$ cat src/common/timer16_pkg.sv
// constants and types shared by the 16-bit capture/compare timer
`default_nettype none
package timer16_pkg;

    // ---------------------------------------------------------------
    // register byte offsets on the AXI4-Lite slave
    // ---------------------------------------------------------------
    localparam logic [7:0] OFF_CTRL   = 8'h00;
    localparam logic [7:0] OFF_PRM    = 8'h04;
    localparam logic [7:0] OFF_PRMBIT = 8'h08;
    localparam logic [7:0] OFF_CNT    = 8'h0c;
    localparam logic [7:0] OFF_CC1    = 8'h10;
    localparam logic [7:0] OFF_CC2    = 8'h14;
    localparam logic [7:0] OFF_STAT   = 8'h18;
    localparam logic [7:0] OFF_MASK   = 8'h1c;

    // ---------------------------------------------------------------
    // control register fields and reset values
    // ---------------------------------------------------------------
    localparam int CTRL_OP_LO   = 0;
    localparam int CTRL_CC1_CAP = 2;
    localparam int CTRL_CC1_TRG = 3;
    localparam int CTRL_CC2_CAP = 4;
    localparam logic [1:0] OP_STOP   = 2'h0;
    localparam logic [7:0] PRM_RESET = 8'h00;
    localparam logic [2:0] STAT_RESET = 3'h0;

    // status and mask bit positions
    localparam int ST_CC1  = 0;
    localparam int ST_CC2  = 1;
    localparam int ST_WRAP = 2;

    // internal prescaler: divide by four
    localparam logic [1:0] DIV_LAST = 2'h3;

    localparam logic [1:0] RESP_OKAY   = 2'h0;
    localparam logic [1:0] RESP_SLVERR = 2'h2;

    // ---------------------------------------------------------------
    // count clock and edge selections
    // ---------------------------------------------------------------
    typedef enum logic [1:0] {
        CLK_FULL    = 2'h0,
        CLK_DIV     = 2'h1,
        CLK_CASCADE = 2'h2,
        CLK_INPUT   = 2'h3
    } clk_sel_t;

    typedef enum logic [1:0] {
        EDGE_FALL = 2'h0,
        EDGE_RISE = 2'h1,
        EDGE_NONE = 2'h2,
        EDGE_BOTH = 2'h3
    } edge_sel_t;

    // layout of the prescale mode register
    typedef struct packed {
        edge_sel_t  edge_second;
        edge_sel_t  edge_first;
        logic [1:0] spare;
        clk_sel_t   clk_sel;
    } prescale_mode_t;

endpackage
`default_nettype wire

$ cat src/hw/timer16_capture_compare.sv
// 16-bit free-running timer with two capture/compare channels
//
// Operation
// - prescale mode register picks count clock and both input edges
// - prescale mode accepts byte writes and single-bit writes only while stopped
// - reset clears prescale mode to zero
// - clock select 11 counts valid edges of the first input
// - first enable after reset sees a high input as rising edge
// - re-enable after a stop sees no edge from a high input
// - counter read returns the live count
// - first channel compare match raises the first match interrupt
// - compare matches never clear the counter
// - first channel captures the count on either selected input
// - second channel compare match raises the second interrupt
// - second channel capture trigger is the first input only
// - second channel capture loads the current count
// - partner 8-bit timer carry may clock the counter, 24 bits
`timescale 1ns/1ps
`default_nettype none
module timer16_capture_compare (
    input  wire logic        aclk,
    input  wire logic        aresetn,
    input  wire logic [7:0]  awaddr,
    input  wire logic        awvalid,
    output var  logic        awready,
    input  wire logic [31:0] wdata,
    input  wire logic [3:0]  wstrb,
    input  wire logic        wvalid,
    output var  logic        wready,
    output var  logic [1:0]  bresp,
    output var  logic        bvalid,
    input  wire logic        bready,
    input  wire logic [7:0]  araddr,
    input  wire logic        arvalid,
    output var  logic        arready,
    output var  logic [31:0] rdata,
    output var  logic [1:0]  rresp,
    output var  logic        rvalid,
    input  wire logic        rready,
    input  wire logic        timer_input_first,
    input  wire logic        timer_input_second,
    input  wire logic        cascade_partner_tick,
    output var  logic        match_irq_first,
    output var  logic        match_irq_second,
    output var  logic        irq
);

    // ---------------------------------------------------------------
    // state
    // ---------------------------------------------------------------
    timer16_pkg::prescale_mode_t prm_r;
    logic [1:0]  op_mode_r;
    logic        cc1_cap_r;
    logic        cc1_trg_r;
    logic        cc2_cap_r;
    logic [15:0] cnt_r;
    logic [15:0] cc1_r;
    logic [15:0] cc2_r;
    logic [2:0]  stat_r;
    logic [2:0]  stat_nxt;
    logic [2:0]  mask_r;
    logic [1:0]  div_r;
    logic        in1_prev_r;
    logic        in2_prev_r;
    logic        ran_once_r;
    logic        aw_held_r;
    logic        w_held_r;
    logic [7:0]  waddr_r;
    logic [31:0] wdat_r;
    logic [3:0]  wstb_r;

    // ---------------------------------------------------------------
    // helpers
    // ---------------------------------------------------------------
    function automatic logic edge_hit(
        input timer16_pkg::edge_sel_t sel,
        input logic                   prev,
        input logic                   cur
    );
        case (sel)
            timer16_pkg::EDGE_FALL: return prev & ~cur;
            timer16_pkg::EDGE_RISE: return ~prev & cur;
            timer16_pkg::EDGE_BOTH: return prev ^ cur;
            default:                return 1'b0;
        endcase
    endfunction

    function automatic logic [15:0] merge16(
        input logic [15:0] old,
        input logic [31:0] dat,
        input logic [3:0]  stb
    );
        return {stb[1] ? dat[15:8] : old[15:8],
                stb[0] ? dat[7:0]  : old[7:0]};
    endfunction

    // ---------------------------------------------------------------
    // edge detection and count clock
    // ---------------------------------------------------------------
    wire        running = op_mode_r != timer16_pkg::OP_STOP;
    wire        e1 = running &
                edge_hit(prm_r.edge_first, in1_prev_r,
                         timer_input_first);
    wire        e2 = running &
                edge_hit(prm_r.edge_second, in2_prev_r,
                         timer_input_second);
    // count clock source mux
    wire        tick = running & (
        (prm_r.clk_sel == timer16_pkg::CLK_FULL) |
        (prm_r.clk_sel == timer16_pkg::CLK_DIV &&
         div_r == timer16_pkg::DIV_LAST) |
        (prm_r.clk_sel == timer16_pkg::CLK_CASCADE &&
         cascade_partner_tick) |
        (prm_r.clk_sel == timer16_pkg::CLK_INPUT && e1));
    wire [15:0] cnt_inc = cnt_r + 16'h0001;

    // compare matches are taken on the count step into the value
    wire cmp1 = tick & ~cc1_cap_r & (cnt_inc == cc1_r);
    wire cmp2 = tick & ~cc2_cap_r & (cnt_inc == cc2_r);
    wire cap1 = cc1_cap_r & (cc1_trg_r ? e2 : e1);
    wire cap2 = cc2_cap_r & e1;
    wire wrap = tick & (cnt_r == 16'hffff);
    wire [2:0] events = {wrap, cmp2 | cap2, cmp1 | cap1};

    // ---------------------------------------------------------------
    // register write decode
    // ---------------------------------------------------------------
    wire do_write = aw_held_r & w_held_r & ~bvalid;
    wire hit_w = waddr_r == timer16_pkg::OFF_CTRL ||
                 waddr_r == timer16_pkg::OFF_PRM ||
                 waddr_r == timer16_pkg::OFF_PRMBIT ||
                 waddr_r == timer16_pkg::OFF_CNT ||
                 waddr_r == timer16_pkg::OFF_CC1 ||
                 waddr_r == timer16_pkg::OFF_CC2 ||
                 waddr_r == timer16_pkg::OFF_STAT ||
                 waddr_r == timer16_pkg::OFF_MASK;
    wire wr_ctrl = do_write & wstb_r[0] &
                   (waddr_r == timer16_pkg::OFF_CTRL);
    // prescale writes while running are dropped to keep counting sane
    wire wr_prm  = do_write & wstb_r[0] & ~running &
                   (waddr_r == timer16_pkg::OFF_PRM);
    wire wr_pbit = do_write & wstb_r[0] & ~running &
                   (waddr_r == timer16_pkg::OFF_PRMBIT);
    wire wr_cc1  = do_write & (waddr_r == timer16_pkg::OFF_CC1);
    wire wr_cc2  = do_write & (waddr_r == timer16_pkg::OFF_CC2);
    wire wr_stat = do_write & wstb_r[0] &
                   (waddr_r == timer16_pkg::OFF_STAT);
    wire wr_mask = do_write & wstb_r[0] &
                   (waddr_r == timer16_pkg::OFF_MASK);
    wire [7:0] prm_bit_mask = 8'h01 << wdat_r[2:0];
    // single-bit update: index in bits 2:0, value in bit 3
    wire [7:0] prm_bit_val = wdat_r[3] ? (prm_r | prm_bit_mask)
                                       : (prm_r & ~prm_bit_mask);

    // ---------------------------------------------------------------
    // register read decode
    // ---------------------------------------------------------------
    wire [31:0] rd_val =
        araddr == timer16_pkg::OFF_CTRL ?
            {27'h0, cc2_cap_r, cc1_trg_r, cc1_cap_r, op_mode_r} :
        araddr == timer16_pkg::OFF_PRM  ? {24'h0, prm_r} :
        araddr == timer16_pkg::OFF_CNT  ? {16'h0, cnt_r} :
        araddr == timer16_pkg::OFF_CC1  ? {16'h0, cc1_r} :
        araddr == timer16_pkg::OFF_CC2  ? {16'h0, cc2_r} :
        araddr == timer16_pkg::OFF_STAT ? {29'h0, stat_r} :
        araddr == timer16_pkg::OFF_MASK ? {29'h0, mask_r} : 32'h0;
    wire hit_r = araddr == timer16_pkg::OFF_CTRL ||
                 araddr == timer16_pkg::OFF_PRM ||
                 araddr == timer16_pkg::OFF_PRMBIT ||
                 araddr == timer16_pkg::OFF_CNT ||
                 araddr == timer16_pkg::OFF_CC1 ||
                 araddr == timer16_pkg::OFF_CC2 ||
                 araddr == timer16_pkg::OFF_STAT ||
                 araddr == timer16_pkg::OFF_MASK;

    // a new event beats a write-one-to-clear in the same cycle
    assign stat_nxt = (stat_r & ~({3{wr_stat}} & wdat_r[2:0])) | events;

    // ---------------------------------------------------------------
    // AXI4-Lite write channel: address and data taken in any order
    // ---------------------------------------------------------------
    always_ff @(posedge aclk) begin
        if (!aresetn) begin
            awready   <= 1'b1;
            wready    <= 1'b1;
            aw_held_r <= 1'b0;
            w_held_r  <= 1'b0;
            waddr_r   <= 8'h00;
            wdat_r    <= 32'h0;
            wstb_r    <= 4'h0;
            bvalid    <= 1'b0;
            bresp     <= timer16_pkg::RESP_OKAY;
        end else begin
            if (awvalid && awready) begin
                awready   <= 1'b0;
                aw_held_r <= 1'b1;
                waddr_r   <= awaddr;
            end
            if (wvalid && wready) begin
                wready   <= 1'b0;
                w_held_r <= 1'b1;
                wdat_r   <= wdata;
                wstb_r   <= wstrb;
            end
            if (do_write) begin
                aw_held_r <= 1'b0;
                w_held_r  <= 1'b0;
                bvalid    <= 1'b1;
                bresp     <= hit_w ? timer16_pkg::RESP_OKAY
                                   : timer16_pkg::RESP_SLVERR;
            end
            if (bvalid && bready) begin
                bvalid  <= 1'b0;
                awready <= 1'b1;
                wready  <= 1'b1;
            end
        end
    end

    // AXI4-Lite read channel: one read in flight, data registered
    always_ff @(posedge aclk) begin
        if (!aresetn) begin
            arready <= 1'b1;
            rvalid  <= 1'b0;
            rdata   <= 32'h0;
            rresp   <= timer16_pkg::RESP_OKAY;
        end else if (arvalid && arready) begin
            arready <= 1'b0;
            rvalid  <= 1'b1;
            rdata   <= rd_val;
            rresp   <= hit_r ? timer16_pkg::RESP_OKAY
                             : timer16_pkg::RESP_SLVERR;
        end else if (rvalid && rready) begin
            rvalid  <= 1'b0;
            arready <= 1'b1;
        end
    end

    // ---------------------------------------------------------------
    // configuration registers
    // ---------------------------------------------------------------
    always_ff @(posedge aclk) begin
        if (!aresetn) begin
            prm_r     <= timer16_pkg::PRM_RESET;
            op_mode_r <= timer16_pkg::OP_STOP;
            cc1_cap_r <= 1'b0;
            cc1_trg_r <= 1'b0;
            cc2_cap_r <= 1'b0;
            mask_r    <= 3'h0;
        end else begin
            if (wr_prm)
                prm_r <= wdat_r[7:0];
            else if (wr_pbit)
                prm_r <= prm_bit_val;
            if (wr_ctrl) begin
                op_mode_r <= wdat_r[timer16_pkg::CTRL_OP_LO +: 2];
                cc1_cap_r <= wdat_r[timer16_pkg::CTRL_CC1_CAP];
                cc1_trg_r <= wdat_r[timer16_pkg::CTRL_CC1_TRG];
                cc2_cap_r <= wdat_r[timer16_pkg::CTRL_CC2_CAP];
            end
            if (wr_mask)
                mask_r <= wdat_r[2:0];
        end
    end

    // ---------------------------------------------------------------
    // input history: held low until the first enable after reset,
    // so a high input then counts as a rising edge; afterwards it
    // tracks the pin even while stopped, so re-enabling sees none
    // ---------------------------------------------------------------
    always_ff @(posedge aclk) begin
        if (!aresetn) begin
            in1_prev_r <= 1'b0;
            in2_prev_r <= 1'b0;
            ran_once_r <= 1'b0;
        end else begin
            ran_once_r <= ran_once_r | running;
            if (running || ran_once_r) begin
                in1_prev_r <= timer_input_first;
                in2_prev_r <= timer_input_second;
            end
        end
    end

    // counter and prescaler; a stop clears both
    always_ff @(posedge aclk) begin
        if (!aresetn || !running) begin
            cnt_r <= 16'h0;
            div_r <= 2'h0;
        end else begin
            div_r <= div_r + 2'h1;
            if (tick)
                cnt_r <= cnt_inc;
        end
    end

    // capture/compare channels; a capture beats a software write
    always_ff @(posedge aclk) begin
        if (!aresetn) begin
            cc1_r <= 16'h0;
            cc2_r <= 16'h0;
        end else begin
            if (cap1)
                cc1_r <= cnt_r;
            else if (wr_cc1)
                cc1_r <= merge16(cc1_r, wdat_r, wstb_r);
            if (cap2)
                cc2_r <= cnt_r;
            else if (wr_cc2)
                cc2_r <= merge16(cc2_r, wdat_r, wstb_r);
        end
    end

    // sticky status, interrupt pulses and masked level interrupt
    always_ff @(posedge aclk) begin
        if (!aresetn) begin
            stat_r           <= timer16_pkg::STAT_RESET;
            match_irq_first  <= 1'b0;
            match_irq_second <= 1'b0;
            irq              <= 1'b0;
        end else begin
            stat_r           <= stat_nxt;
            match_irq_first  <= events[timer16_pkg::ST_CC1];
            match_irq_second <= events[timer16_pkg::ST_CC2];
            irq              <= |(stat_nxt & mask_r);
        end
    end
endmodule
`default_nettype wire

$ cat config.mk
export PLATFORM = sky130hd
export DESIGN_NAME = timer16_capture_compare
export DESIGN_NICKNAME = d
export VERILOG_FILES = /design/src/common/timer16_pkg.sv /design/src/hw/timer16_capture_compare.sv
export SDC_FILE = /design/constraint.sdc
export NUM_CORES = 1
export LEC_CHECK = 0
export ABC_AREA = 1
export BUFFER_PORTS_ARGS = -buffer_cell sky130_fd_sc_hd__buf_2
export CAP_MARGIN = 20
export CELL_PAD_IN_SITES_DETAIL_PLACEMENT = 1
export CELL_PAD_IN_SITES_GLOBAL_PLACEMENT = 1
export CORE_MARGIN = 2
export CORE_UTILIZATION = 25
export CTS_BUF_LIST = sky130_fd_sc_hd__clkbuf_16
export DETAILED_ROUTE_END_ITERATION = 12
export PLACE_DENSITY_LB_ADDON = 0.08
export SLEW_MARGIN = 15
export SYNTH_ARGS = -nofsm -noshare
export SYNTH_HDL_FRONTEND = slang
export SYNTH_SLANG_ARGS = --single-unit
$ cat constraint.sdc
create_clock -name aclk -period 2.18 [get_ports aclk]
set_input_delay 0.327 -clock aclk [delete_from_list [all_inputs] [get_ports aclk]]
set_output_delay 0.327 -clock aclk [all_outputs]
set_load 0.02 [all_outputs]
==> flow_summary.yaml <==
detailed_routing:
  drc: 0
  wl_per_cell_um: 17.9
  vias: 7110
  first_iter_violations: 280
  first_pass_iters: 5
  viasPerCell: 4.77
  wirelength_um: 26700
  drtAntennaViolNets: 0
global_routing:
  antenna_found_initial: 0
  first_global_vias: 6965
  grt_pass1_wl_um: 41400
  grt_overflow: 0
  grt_usage_pct: 19.0
  grt_max_degree: 51
worst_setup_path:
  critPathMaxFanout: 6
  critPathKind: "reg -> reg"
  slowest_delay_ns: 0.36
  worstPathRequired_ns: 2.55
  startpoint_type: "flip-flop"
  path_buf_inv: 1
  critPathSlowestCell: "dfxtp_2"
  endpoint_kind: "flip-flop"
  path_delay_family: "simple AND/OR/NAND/NOR gates"
  regToRegStartpoint: "cnt_r[0]"
  r2r_end: "irq"
  cp_cell_sequence: "ha_1 -> nand3_1 -> nor2_4 -> buf_4 -> nand4_1 -> nand3_1 -> nand2_1 -> nor2_1 -> nand2_1 -> nor2_2 -> nand2_2 -> nand3_1 -> nand3_1 -> nand3_1"
  r2r.worst_path.cells: 14
  cp.arrival_ns: 2.44
  r2r_slack_ns: 0.11
  crit_start: "cnt_r[0]"
  crit_top_cell: "nand3_1"
logic_synthesis:
  ys_seq_elements: 126
  synth_largest_area_cell: "dfxtp_1"
  synthTopCellsByArea: "dfxtp_1, nand2_1, o21ai_0"
  syn_area_um2: 6830
  yosysSeqAreaShare_pct: 37.0
  synth_cell_types: 52
  yosysWarningCount: 0
  synth_top_area_share_pct: 37.0
  netlist_instances: 995
  synth_area_per_cell_um2: 6.86
clock_network:
  cts_root_buffer: "clkbuf_16"
  clock_path_buffers: 2
  clock_latency_ns: 0.43
  htree_levels: 4
  clkTransAtPathRegs_ns: 0.06
  numCtsBuffers: 17
  cts_sinks: 126
  cts_tree: "built"
power:
  peakVddDrop_mv: 0.342
  p_per_area_nw_per_um2: 685
  leakage_nw: 3.63
  totalPowerFinal_mw: 6.02
timing:
  fin_crit_sh_pct: 94.9
  max_slew_margin_pct: 51.2
  finalCriticalPeriod_ns: 2.07
  rsz0062_at_grt: "yes"
  setup_viol: 0
  setup_ws_ns: 0.110
  fin_skew_ns: 0.0131
  worstMarginPinSlew_ns: 0.730
  fmax_ghz: 0.483
  hold_ws_ns: 0.151
  final_hold_viol_count: 0
  drv_slew: 0
layout:
  layout.nets: 1207
  fill_cells: 3394
  seq_area_um2: 2530
  syn_to_final_growth_pct: 28.7
  final_layout_size_suffix_gt1_share_pct: 22.2
  n_antenna_cell: 0
  layout_commonest_cell: "nand2_1"
  layout_common_cells: "nand2_1, dfxtp_1, o21ai_0"
  multi_input_area_um2: 3680
placement:
  dpl_worst_slack_ns: -0.0991
  place.port_buffers: 69
  gp_congestion: 0.842
  dp_hpwl_um: 20900
die:
  core_um2: 26900
  die_area_um2: 28600
  rows: 60
  fp.dieH_um: 169
  ios: 106
  die_x_um: 169
  initial_core_util_pct: 25.4
hold_path:
  min_to: "waddr_r[7]"
  hp-class: "in -> reg"
  hold_depth: 3
  min_from: "awaddr[7]"
flow_run:
  cap_violations: 0
status:
  status: "completed"
[power breakdown]
group / switching, mW / total (mW) / internal, mW / leakage [nW]
combinational: 0.297 / 0.429 / 0.132 / 2.30
sequential: 0.0515 / 2.41 / 2.36 / 1.03
clock: 1.24 / 3.18 / 1.94 / 0.312
total: 1.59 / 6.02 / 4.43 / 3.63
[cell usage after synthesis, drive strengths merged]
library cell	count
a31oi	21
or2	3
xnor2	1
ha	7
and2	1
a21oi	102
nor2	74
o211ai	7
nand3b	3
inv	105
o221ai	10
and3	1
o22ai	6
o21ai	115
dfxtp	126
conb	1
nand4	15
clkbuf	25
o311ai	1
buf	36
xor2	4
nor4	1
nand3	73
o21a	1
a311oi	1
a211oi	8
nor3	16
clkinv	3
nand2	219
o41ai	1
o31ai	3
a221oi	3
o211a	2
[sequential cells by signal (all words and copies together), names as in the netlist, 2 cells and up, named ones only]
register,count
mask_r,3
waddr_r,8
cnt_r,16
cc1_r,16
op_mode_r,2
cc2_r,16
stat_r,3
div_r,2
wstb_r,2
wdat_r,16
rdata,16
[area by class of cell]
type	instances	share of cell area (%)
tap	341	4.86
sequential	126	28.8
clock inverter	15	2.38
inverter	108	4.61
multi-input combinational	717	41.9
clock buffer	17	4.84
timing repair buffer	168	12.6
[logic make-up (layout without fill, tap and decap cells)]
group,after synthesis,count (layout),synth area share (%)
DFF,126,126,37.0
adders and majority gates,7,7,1.28
buffers and inverters,169,308,10.9
xor gates and xnor gates,5,5,0.642
other,1,18,0.0549
AOI/OAI and AO/OA,281,281,23.1
and+or+nand+nor,406,406,27.1
[stage by stage]
| stage | cell area, um2 | std cells | utilization, % | TNS, ns |
|---|---|---|---|---|
| after floorplan | 6890 | 1012 | - | 0 |
| after global placement | 8060 | 1457 | 30.0 | -0.167 |
| after detailed placement | 8060 | 1457 | 30.0 | -0.263 |
| after CTS | 8710 | 1490 | 32.4 | 0 |
| after global routing | 8790 | 1492 | 32.7 | 0 |
| final | 8790 | 1492 | 32.7 | 0 |
[worst min-delay path: stages]
cell and delay, ns:
buf_2 0.07, o21ai_0 0.07, nor2_1 0.08
[repair_timing]
item                                    in CTS  in global routing
endpoints found under the setup margin       3                 13
gates resized for setup                      5                 21
pin swaps                                    1                  2
buffers inserted                             1                  2
hold endpoints to repair                     0                  0
hold buffers                                 0                  0
[worst max path at each step]
stage / end / slack, ns / depth (start not counted)
2_1_floorplan: cnt_r[10] / 0.35 / 11
3_3_place_gp: irq / -0.07 / 17
3_5_place_dp: irq / -0.1 / 17
4_1_cts: irq / 0.02 / 13
5_1_grt: irq / 0.000008 / 15
6_report: irq / 0.11 / 14
[per-layer routing]
layer	vias up	part of all wire, %	global-route usage, %
met2	118	43	28.7
li1	3630	-	-
met5	-	0	0
met3	20	3.1	2.80
met1	3342	53	28.3
met4	0	1.2	4.57
(Power assumes the default switching activity.)
